**src/pkg/cof_defs.svh**
```systemverilog
// Purpose: Constants of the close-onto-fault trip stage: offsets, fields, resets, timing.
// Assumes: Currents are magnitudes in milli per-unit of nominal current (1000 = 1.0 x In).
// Notes:   Register offsets are byte addresses of 32-bit words.
// Function
// - Arm only after breaker seen open
// - Current open: max phase below 0.02 In
// - Open may come from digital/virtual input
// - Default open detection is current threshold
// - Arm after open persists dead-line delay 0.20s
// - Over pick-up during dead-line delay: no trip
// - Armed rise above low limit means closure
// - Over pick-up within active window trips
// - No trip after active window expired
// - Trip with no added operate delay
// - Pick-up per-unit 1.5 In, also primary scaled
// - Status: blocked, started or tripped
`ifndef COF_DEFS_SVH
`define COF_DEFS_SVH

// Register offsets
`define COF_OFS_CTRL      8'h00
`define COF_OFS_PICKUP    8'h04
`define COF_OFS_DEAD_DLY  8'h08
`define COF_OFS_ACT_WIN   8'h0C
`define COF_OFS_NOM_PRI   8'h10
`define COF_OFS_PICK_PRI  8'h14
`define COF_OFS_STATUS    8'h18
`define COF_OFS_TRIP_CNT  8'h1C
`define COF_OFS_IRQ_STAT  8'h20
`define COF_OFS_IRQ_MASK  8'h24

// Control fields
`define COF_CTRL_EN       0
`define COF_CTRL_SRC_LO   1
`define COF_CTRL_SRC_HI   2
`define COF_CTRL_IDX_LO   3
`define COF_CTRL_IDX_HI   5

// Dead-line source select codes
`define COF_SRC_NONE      2'h0
`define COF_SRC_DIG       2'h1
`define COF_SRC_VIRT      2'h2

// Status codes
`define COF_STAT_BLOCKED  2'h0
`define COF_STAT_STARTED  2'h1
`define COF_STAT_TRIPPED  2'h2

// Interrupt bits
`define COF_IRQ_TRIP      0
`define COF_IRQ_ARMED     1
`define COF_IRQ_EXPIRED   2

// Reset values
`define COF_RST_EN        1'h1
`define COF_RST_SRC       2'h0
`define COF_RST_IDX       3'h0
`define COF_RST_PICKUP    16'h05DC
`define COF_RST_DEAD_MS   16'h00C8
`define COF_RST_WIN_MS    16'h03E8
`define COF_RST_NOM_A     16'h0064

// Fixed open-detection limit, 0.02 x In in milli per-unit
`define COF_LOW_LIMIT     16'h0014

// Timing
`define COF_CLK_PERIOD_NS 10
`define COF_MS_NS         1000000
`define COF_MS_TICK_CYC   (`COF_MS_NS / `COF_CLK_PERIOD_NS)

`endif

```
**src/pkg/cof_pkg.sv**
```systemverilog
// Purpose: Types of the close-onto-fault trip stage.
// Assumes: cof_defs.svh holds the numbers.
// Notes:   Packed state structs follow the one-comb one-ff idiom.
package cof_pkg;

  typedef enum logic [2:0] {
    ST_IDLE,
    ST_DEAD,
    ST_ARMED,
    ST_ACTIVE,
    ST_TRIP
  } fsm_t;

  typedef struct packed {
    fsm_t        state;
    logic        enable;
    logic [1:0]  src;
    logic [2:0]  idx;
    logic [15:0] pickup;
    logic [15:0] dead_ms;
    logic [15:0] win_ms;
    logic [15:0] nom_a;
    logic [31:0] pick_pri;
    logic [15:0] trip_cnt;
    logic [2:0]  irq_stat;
    logic [2:0]  irq_mask;
    logic [31:0] rdata;
    logic        trip;
    logic        irq;
    logic [1:0]  status;
    logic        tmr_start;
    logic [7:0]  di_s1;
    logic [7:0]  di_s2;
    logic [7:0]  di_s3;
    logic [7:0]  di_stab;
  } core_t;

  typedef struct packed {
    logic [16:0] pre;
    logic [15:0] elapsed;
    logic        running;
    logic        done;
  } tmr_t;

endpackage

```
**src/pkg/cof_tmr_if.sv**
```systemverilog
// Purpose: Link between the stage sequencer and its millisecond timer.
// Assumes: One clock domain.
// Notes:   done is a level, cleared by the next start.
`timescale 1ns/1ps
interface cof_tmr_if;
  logic start;
  logic [15:0] len_ms;
  logic done;
  modport ctl (output start, output len_ms, input done);
  modport tmr (input start, input len_ms, output done);
endinterface

```
**src/rtl/close_onto_fault_trip.sv**
```systemverilog
// Purpose: Close-onto-fault trip stage with register port and interrupt.
// Assumes: Phase magnitudes in milli per-unit arrive on i_clk; digital inputs are async pins.
// Notes:   Trip holds until the breaker is seen open again or the stage is disabled.
`timescale 1ns/1ps
`include "cof_defs.svh"
module close_onto_fault_trip
  import cof_pkg::*;
#(
  parameter int unsigned MS_TICK_CYC = `COF_MS_TICK_CYC
) (
  // Clock and reset
  input wire logic i_clk,
  input wire logic i_rst_n,
  // Register port
  input wire logic [7:0] i_addr,
  input wire logic [31:0] i_wdata,
  input wire logic i_wr,
  input wire logic i_rd,
  output logic [31:0] o_rdata,
  // Phase current magnitudes
  input wire logic [15:0] i_cur_l1,
  input wire logic [15:0] i_cur_l2,
  input wire logic [15:0] i_cur_l3,
  // Breaker-open inputs
  input wire logic [7:0] i_digital_input_select,
  input wire logic [7:0] i_virtual_input_select,
  // Results
  output logic o_trip,
  output logic [1:0] o_status,
  output logic o_irq
);

  ////////////////////////////////////////////////////////////////////////////
  // Helpers

  function automatic logic [15:0] max3(input logic [15:0] a, input logic [15:0] b,
                                       input logic [15:0] c);
    logic [15:0] m;
    m = (a > b) ? a : b;
    return (m > c) ? m : c;
  endfunction

  function automatic logic [1:0] status_of(input fsm_t s);
    logic [1:0] v;
    v = `COF_STAT_BLOCKED;
    if (s == ST_TRIP) begin
      v = `COF_STAT_TRIPPED;
    end else if (s == ST_ARMED || s == ST_ACTIVE) begin
      v = `COF_STAT_STARTED;
    end
    return v;
  endfunction

  localparam core_t CORE_RST = '{
    state: ST_IDLE,
    enable: `COF_RST_EN,
    src: `COF_RST_SRC,
    idx: `COF_RST_IDX,
    pickup: `COF_RST_PICKUP,
    dead_ms: `COF_RST_DEAD_MS,
    win_ms: `COF_RST_WIN_MS,
    nom_a: `COF_RST_NOM_A,
    pick_pri: 32'h00000000,
    trip_cnt: 16'h0000,
    irq_stat: 3'h0,
    irq_mask: 3'h0,
    rdata: 32'h00000000,
    trip: 1'b0,
    irq: 1'b0,
    status: `COF_STAT_BLOCKED,
    tmr_start: 1'b0,
    di_s1: 8'h00,
    di_s2: 8'h00,
    di_s3: 8'h00,
    di_stab: 8'h00
  };

  core_t st_r;
  core_t st_nxt;

  ////////////////////////////////////////////////////////////////////////////
  // Timer

  cof_tmr_if tmr_bus();

  assign tmr_bus.start = st_r.tmr_start;
  // Only one interval runs at a time, so the length follows the state
  assign tmr_bus.len_ms = (st_r.state == ST_DEAD) ? st_r.dead_ms : st_r.win_ms;

  cof_ms_timer #(
    .MS_TICK_CYC(MS_TICK_CYC)
  ) u_tmr (
    .i_clk(i_clk),
    .i_rst_n(i_rst_n),
    .bus(tmr_bus.tmr)
  );

  ////////////////////////////////////////////////////////////////////////////
  // Next state

  logic [15:0] cur_max;
  logic cur_open;
  logic sel_open;
  logic brk_open;
  logic over_pick;
  logic tmr_done;
  logic [2:0] ev;
  logic [31:0] rd_val;

  always_comb begin
    st_nxt = st_r;
    ev = 3'h0;
    rd_val = 32'h00000000;

    // Pin inputs: stable value moves only when stages two and three agree
    st_nxt.di_s1 = i_digital_input_select;
    st_nxt.di_s2 = st_r.di_s1;
    st_nxt.di_s3 = st_r.di_s2;
    for (int i = 0; i < 8; i++) begin
      if (st_r.di_s2[i] == st_r.di_s3[i]) begin
        st_nxt.di_stab[i] = st_r.di_s3[i];
      end
    end

    cur_max = max3(i_cur_l1, i_cur_l2, i_cur_l3);
    cur_open = cur_max < `COF_LOW_LIMIT;
    over_pick = cur_max > st_r.pickup;
    unique case (st_r.src)
      `COF_SRC_DIG: sel_open = st_r.di_stab[st_r.idx];
      `COF_SRC_VIRT: sel_open = i_virtual_input_select[st_r.idx];
      default: sel_open = cur_open;
    endcase
    brk_open = sel_open;
    // Done is stale in the cycle the start is issued
    tmr_done = tmr_bus.done && !st_r.tmr_start;
    st_nxt.tmr_start = 1'b0;

    if (!st_r.enable) begin
      st_nxt.state = ST_IDLE;
    end else begin
      unique case (st_r.state)
        ST_IDLE: begin
          if (brk_open) begin
            st_nxt.state = ST_DEAD;
            st_nxt.tmr_start = 1'b1;
          end
        end
        ST_DEAD: begin
          if (!brk_open || over_pick) begin
            st_nxt.state = ST_IDLE;
          end else if (tmr_done) begin
            st_nxt.state = ST_ARMED;
            ev[`COF_IRQ_ARMED] = 1'b1;
          end
        end
        ST_ARMED: begin
          if (!brk_open) begin
            st_nxt.state = ST_ACTIVE;
            st_nxt.tmr_start = 1'b1;
          end
        end
        ST_ACTIVE: begin
          if (tmr_done) begin
            st_nxt.state = ST_IDLE;
            ev[`COF_IRQ_EXPIRED] = 1'b1;
          end else if (over_pick) begin
            st_nxt.state = ST_TRIP;
            st_nxt.trip_cnt = 16'(st_r.trip_cnt + 16'h0001);
            ev[`COF_IRQ_TRIP] = 1'b1;
          end else if (brk_open) begin
            st_nxt.state = ST_DEAD;
            st_nxt.tmr_start = 1'b1;
          end
        end
        ST_TRIP: begin
          if (brk_open) begin
            st_nxt.state = ST_DEAD;
            st_nxt.tmr_start = 1'b1;
          end
        end
      endcase
    end

    st_nxt.trip = (st_nxt.state == ST_TRIP);
    st_nxt.status = status_of(st_nxt.state);
    st_nxt.pick_pri = st_r.pickup * st_r.nom_a;

    // Register writes
    if (i_wr) begin
      unique case (i_addr)
        `COF_OFS_CTRL: begin
          st_nxt.enable = i_wdata[`COF_CTRL_EN];
          st_nxt.src = i_wdata[`COF_CTRL_SRC_HI:`COF_CTRL_SRC_LO];
          st_nxt.idx = i_wdata[`COF_CTRL_IDX_HI:`COF_CTRL_IDX_LO];
        end
        `COF_OFS_PICKUP: st_nxt.pickup = i_wdata[15:0];
        `COF_OFS_DEAD_DLY: st_nxt.dead_ms = i_wdata[15:0];
        `COF_OFS_ACT_WIN: st_nxt.win_ms = i_wdata[15:0];
        `COF_OFS_NOM_PRI: st_nxt.nom_a = i_wdata[15:0];
        `COF_OFS_IRQ_MASK: st_nxt.irq_mask = i_wdata[2:0];
        default: ;
      endcase
    end
    // Write-one-to-clear; a new event in the same cycle survives
    if (i_wr && i_addr == `COF_OFS_IRQ_STAT) begin
      st_nxt.irq_stat = (st_r.irq_stat & ~i_wdata[2:0]) | ev;
    end else begin
      st_nxt.irq_stat = st_r.irq_stat | ev;
    end
    st_nxt.irq = |(st_nxt.irq_stat & st_nxt.irq_mask);

    // Register reads, data valid for the following cycle only
    if (i_rd) begin
      unique case (i_addr)
        `COF_OFS_CTRL: rd_val = {26'h0000000, st_r.idx, st_r.src, st_r.enable};
        `COF_OFS_PICKUP: rd_val = {16'h0000, st_r.pickup};
        `COF_OFS_DEAD_DLY: rd_val = {16'h0000, st_r.dead_ms};
        `COF_OFS_ACT_WIN: rd_val = {16'h0000, st_r.win_ms};
        `COF_OFS_NOM_PRI: rd_val = {16'h0000, st_r.nom_a};
        `COF_OFS_PICK_PRI: rd_val = st_r.pick_pri;
        `COF_OFS_STATUS: rd_val = {29'h00000000, brk_open, st_r.status};
        `COF_OFS_TRIP_CNT: rd_val = {16'h0000, st_r.trip_cnt};
        `COF_OFS_IRQ_STAT: rd_val = {29'h00000000, st_r.irq_stat};
        `COF_OFS_IRQ_MASK: rd_val = {29'h00000000, st_r.irq_mask};
        default: rd_val = 32'h00000000;
      endcase
    end
    st_nxt.rdata = rd_val;
  end

  ////////////////////////////////////////////////////////////////////////////
  // State register

  always_ff @(posedge i_clk) begin
    if (!i_rst_n) begin
      st_r <= CORE_RST;
    end else begin
      st_r <= st_nxt;
    end
  end

  assign o_rdata = st_r.rdata;
  assign o_trip = st_r.trip;
  assign o_status = st_r.status;
  assign o_irq = st_r.irq;

endmodule // close_onto_fault_trip

```
**src/rtl/cof_ms_timer.sv**
```systemverilog
// Purpose: Millisecond interval timer for dead-line delay and active window.
// Assumes: len_ms stable while running.
// Notes:   A start restarts the interval; done holds until the next start.
`timescale 1ns/1ps
`include "cof_defs.svh"
module cof_ms_timer
  import cof_pkg::*;
#(
  parameter int unsigned MS_TICK_CYC = `COF_MS_TICK_CYC
) (
  // Clock and reset
  input wire logic i_clk,
  input wire logic i_rst_n,
  // Sequencer side
  cof_tmr_if.tmr bus
);

  tmr_t tm_r;
  tmr_t tm_nxt;

  always_comb begin
    tm_nxt = tm_r;
    if (bus.start) begin
      tm_nxt.pre = 17'h00000;
      tm_nxt.elapsed = 16'h0000;
      tm_nxt.running = 1'b1;
      tm_nxt.done = 1'b0;
    end else if (tm_r.running) begin
      if (tm_r.pre == 17'(MS_TICK_CYC - 1)) begin
        tm_nxt.pre = 17'h00000;
        tm_nxt.elapsed = 16'(tm_r.elapsed + 16'h0001);
        // A zero length still waits one full millisecond
        if (16'(tm_r.elapsed + 16'h0001) >= bus.len_ms) begin
          tm_nxt.running = 1'b0;
          tm_nxt.done = 1'b1;
        end
      end else begin
        tm_nxt.pre = 17'(tm_r.pre + 17'h00001);
      end
    end
  end

  always_ff @(posedge i_clk) begin
    if (!i_rst_n) begin
      tm_r <= '0;
    end else begin
      tm_r <= tm_nxt;
    end
  end

  assign bus.done = tm_r.done;

endmodule // cof_ms_timer

```
**config.mk**
```make
export PLATFORM = sky130hd
export DESIGN_NAME = close_onto_fault_trip
export DESIGN_NICKNAME = d
export VERILOG_FILES = /design/src/pkg/cof_pkg.sv /design/src/pkg/cof_tmr_if.sv /design/src/rtl/close_onto_fault_trip.sv /design/src/rtl/cof_ms_timer.sv
export VERILOG_INCLUDE_DIRS = /design/src /design/src/pkg
export SDC_FILE = /design/constraint.sdc
export NUM_CORES = 1
export LEC_CHECK = 0
export BUFFER_PORTS_ARGS = -buffer_cell sky130_fd_sc_hd__buf_2
export CAP_MARGIN = 25
export CORE_ASPECT_RATIO = 0.6
export CORE_MARGIN = 3
export CORE_UTILIZATION = 55
export CTS_CLUSTER_DIAMETER = 30
export CTS_CLUSTER_SIZE = 30
export DETAILED_ROUTE_END_ITERATION = 12
export PLACE_DENSITY = 0.74
export REMOVE_ABC_BUFFERS = 1
export SLEW_MARGIN = 20
export SYNTH_ARGS = -nofsm -noshare
export SYNTH_HDL_FRONTEND = slang
export SYNTH_HIERARCHICAL = 1
export SYNTH_SLANG_ARGS = --single-unit
```
**constraint.sdc**
```tcl
create_clock -name i_clk -period 14.1 [get_ports i_clk]
set_input_delay 2.115 -clock i_clk [delete_from_list [all_inputs] [get_ports i_clk]]
set_output_delay 2.115 -clock i_clk [all_outputs]
set_load 0.05 [all_outputs]
```
==> metrics.log <==
[metrics] outcome: finished, final reports clean
[metrics] die outline height: 153.0 microns
[metrics] area after detailed placement: 0.02046 sq mm
[metrics] cell area after technology mapping: 0.01981 sq mm
[metrics] number of I/O pins: 144
[metrics] WP data required: 14.47 ns
[metrics] area of the die: 0.03841 sq mm
[metrics] width of the die: 251.0 microns
[metrics] capture instance of the worst register-to-register path: st_r[122]$_SDFF_PN0_
[metrics] Synth Instances: 2,342
[metrics] share of the yosys chip area belonging to registers: 23.24%
[metrics] worst reg-to-reg path cell count: 21
[metrics] number of sinks driven by the clock tree: 230
[metrics] CTS clock-pin slew for the worst setup and hold paths: 0.05 ns
[metrics] slew at the pin with the worst max-slew slack: 1.048 ns
[metrics] EDFF count, synth: 0
[metrics] minimum setup slack among reg-to-reg paths: 6.84 ns
[metrics] layout overhead on the synthesized area: 9.770%
[metrics] number of global-route vias before repair: 16,289
[metrics] largest net degree at the start of global routing: 90
[metrics] count of port buffers added during placement: 127
[metrics] clock latency on the worst-skew pair: 0.53 ns
[metrics] DR WL/cell: 18.91 microns
[metrics] element type at the critical path end: flop
[metrics] final instance area: 0.02175 sq mm
[metrics] max-slew headroom at the worst pin: 30.06%
[metrics] startpoint kind of the worst setup timing path: primary input
[metrics] Row Count: 53
[metrics] unrepaired setup endpoints after global routing: no
[metrics] pwr/cell area: 81.07 mW/mm^2
[metrics] Total GRT Usage: 28.02%
[metrics] number of antenna violations at the first check in global routing: 2
[metrics] filler instances: 3,051
[metrics] drt initial violations: 1,700
[metrics] fraction of synthesis flops using an asynchronous set or reset pin: 0%
[metrics] hold slack final: 0.4218 ns
[metrics] remaining design rule violation count: 0
[metrics] yosys synthesis warning count: 6
[metrics] count of vias placed by the detailed router: 16,709
[metrics] final standard cell count with taps included and fillers excluded: 2,872
[metrics] global-route wire length before repair: 86.62 mm
[metrics] placeable core region: 0.03528 sq mm
[metrics] half-perimeter wire length of the detailed placement result: 40.75 mm
[metrics] number of buffers created by CTS: 37
[metrics] starting density of the core: 56.16%
[metrics] share of post-route cells with drive strength above 1: 11.07%
[metrics] Setup CP Type: in -> reg
[metrics] final setup violating endpoints: 0
[metrics] number of hold-repair buffers added at the cts stage: 0
[metrics] post-route fraction of the period consumed by the critical path: 63.57%
[metrics] buffer levels on the longest clock path: 3
[metrics] count of maximum capacitance violations: 0
[metrics] weighted congestion reported at the end of routability-driven placement: 0.9759
[metrics] arrival time at the worst endpoint: 9.33 ns
[metrics] clk root buf: clkbuf_16
[metrics] final-report max-slew violation count: 0
[metrics] peak supply drop: 0.07705 mV
[metrics] average size of a mapped cell: 8.459 sq um
[metrics] end of the worst hold path: o_rdata[22]$_SDFF_PN0_
[metrics] number of endpoints with negative hold slack in the final report: 0
[metrics] deepest level of the CTS H-tree: 2
[metrics] top_reg_cell synth: dfxtp_1
[metrics] fraction of power spent switching nets: 26.67%
[metrics] Avg Vias per Cell: 5.818
[metrics] clock power share: 52.9%
[metrics] Cells on Worst Hold Path: 1
[metrics] Net Sw Power: 0.4701 mW
[metrics] timing-limited maximum frequency: 111.6 MHz
[metrics] final clock skew: 0.01567 ns
[metrics] class of the tightest hold or removal check: reg -> reg
[metrics] NumNets Final: 2,850
[metrics] placed insts: 2,803
[metrics] origin of the critical flop-to-flop path: st_r[176]$_SDFFE_PN0P_
[metrics] router iterations before antenna repair: 6
[metrics] Yosys reg bits: 230
[metrics] internal power: 1.293 mW
[metrics] Multi-input gate area: 0.01340 sq mm
[metrics] leakage dissipation: 10.39 nW
[metrics] beginning of the worst hold path: st_r[113]$_SDFF_PN0_
[metrics] maximum fanout encountered on the critical timing path: 37
[metrics] remaining number of nets flagged by the antenna check after routing: 0
[metrics] Gate power share: 9.5%
[metrics] post-cts resize count: 0
[metrics] number of buffers inserted to repair setup after CTS: 0
[metrics] Distinct cells, synth: 77
[metrics] sequential cell area in the final layout: 0.004604 sq mm
[metrics] summed negative setup slack over all endpoints: 0 ns
[metrics] Total Power: 1.763 mW
[metrics] wire length reported by the detailed router: 54.31 mm
[metrics] CTS tree: built
[metrics] final critical path time including I/O delays and setup: 8.963 ns
[metrics] total global routing overflow: 0
[metrics] Sequential Power Share: 37.6%
[final cells by class]
class	count	area share, %
clock buffers	38	4.275
well taps	467	2.687
inverters	293	5.063
multi-input cells	1667	61.60
flip-flops and latches	230	21.17
clock inverters	29	1.605
repair buffers	146	3.579
diodes	2	0.02301
[worst max-delay path: stages]
cell	delay [ns]
buf_2	0.14
inv_1	0.05
ha_1	0.30
nand3_1	0.10
nor4_1	0.36
a21bo_2	0.26
o211ai_1	0.12
nand2_1	0.47
mux2_2	0.46
ha_1	0.29
and3_1	0.20
a221o_1	0.35
a221o_1	0.35
a21oi_1	0.15
a41o_2	0.50
a21oi_1	0.24
ha_1	0.35
nand4_1	0.11
or3_1	0.43
a21o_1	0.18
a31oi_2	0.40
and3_1	0.54
and4_1	0.46
nand4_1	0.18
xor2_1	0.15
nor2_1	0.05
[cell families (layout without fill, tap and decap cells)]
family	count (synthesis)	in the layout	synth area share, %
adders and majority gates	367	367	30.53
AOI/OAI and AO/OA	313	313	10.12
and+or+nand+nor	868	868	20.85
xor gates and xnor gates	74	74	3.271
muxes	45	45	2.810
DFF	230	230	23.24
other	0	2	0
buffers and inverters	445	506	9.176
[metal layers]
| layer | vias up | GRT usage, % | routed length [microns] |
|---|---|---|---|
| met3 | 111 | 5.765 | 6301 |
| li1 | 7664 | - | - |
| met2 | 872 | 40.52 | 22680 |
| met1 | 8062 | 42.16 | 23900 |
| met5 | - | 0 | 0 |
| met4 | 0 | 8.276 | 1413 |
[synth_stat cells (12+ instances only)]
| library cell | count | area (sq um) |
|---|---|---|
| inv_1 | 292 | 1096 |
| nor3_1 | 23 | 115.1 |
| a21oi_1 | 126 | 630.6 |
| fa_1 | 194 | 3884 |
| nand4_1 | 29 | 181.4 |
| xor2_1 | 47 | 411.6 |
| nor2_1 | 133 | 499.2 |
| a21o_1 | 19 | 142.6 |
| mux2_2 | 33 | 371.6 |
| a31oi_1 | 21 | 131.4 |
| dfxtp_1 | 230 | 4604 |
| a22oi_1 | 12 | 90.09 |
| nand2b_1 | 15 | 93.84 |
| nor4_1 | 12 | 75.07 |
| a222oi_1 | 12 | 120.1 |
| nand2_1 | 387 | 1453 |
| and3_1 | 13 | 81.33 |
| clkbuf_1 | 103 | 386.6 |
| buf_4 | 35 | 262.8 |
| a22o_1 | 16 | 140.1 |
| o211ai_1 | 12 | 90.09 |
| xnor2_1 | 27 | 236.5 |
| o21ai_0 | 43 | 215.2 |
| and2_1 | 137 | 857.1 |
| nand3_1 | 67 | 335.3 |
| ha_1 | 173 | 2165 |
[cells in the final DEF, fill, tap and decap left out, drive strengths merged, types with 15 or more instances in the layout]
cell type,netlist,final
buf,48,146
mux2,33,33
nand3,67,67
inv,293,305
xor2,47,47
nor3,25,25
a22o,16,16
a21o,19,19
nand2b,15,15
fa,194,194
a31oi,22,22
o21ai,43,43
xnor2,27,27
clkbuf,104,38
nand4,29,29
nand2,388,388
ha,173,173
a21oi,126,126
nor2,135,135
dfxtp,230,230
and2,138,138
[state kept, by name, indices dropped and copies added (netlist names)]
name	cells
o_status	1
u_tmr/bus.done	1
st_r	143
o_irq	1
st_nxt	16
tmr_bus.start	1
o_rdata	32
u_tmr/tm_r	34
o_trip	1
[stage by stage]
| stage | setup WS, ns | util, % |
|---|---|---|
| after floorplan | 5.723 | - |
| after global placement | 4.519 | 58.00 |
| after detailed placement | 4.327 | 58.00 |
| after CTS | 4.848 | 61.63 |
| after global routing | 4.591 | 61.64 |
| final | 5.137 | 61.64 |
[worst max-delay path by stage]
stage                       from                    end  slack [ns]  depth (start not counted)
finish              i_cur_l2[10]  st_r[88]$_SDFFE_PN0P_        5.14                         26
global route        i_cur_l2[10]  st_r[88]$_SDFFE_PN0P_        4.59                         26
global placement    i_cur_l2[10]  st_r[88]$_SDFFE_PN0P_        4.52                         26
detailed placement  i_cur_l2[10]  st_r[88]$_SDFFE_PN0P_        4.33                         26
CTS                 i_cur_l2[10]  st_r[88]$_SDFFE_PN0P_        4.85                         26
floorplan           i_cur_l2[10]  st_r[88]$_SDFFE_PN0P_        5.72                         25
[power by group through the flow]
stage          Sequential (mW)  Combinational (mW)  Clock (mW)
2_1_floorplan            0.674               0.100           0
3_3_place_gp             0.676               0.157           0
3_5_place_dp             0.676               0.163           0
4_1_cts                  0.662               0.164       0.943
5_1_grt                  0.663               0.185       0.974
6_report                 0.663               0.167       0.933
(Power assumes the default switching activity.)
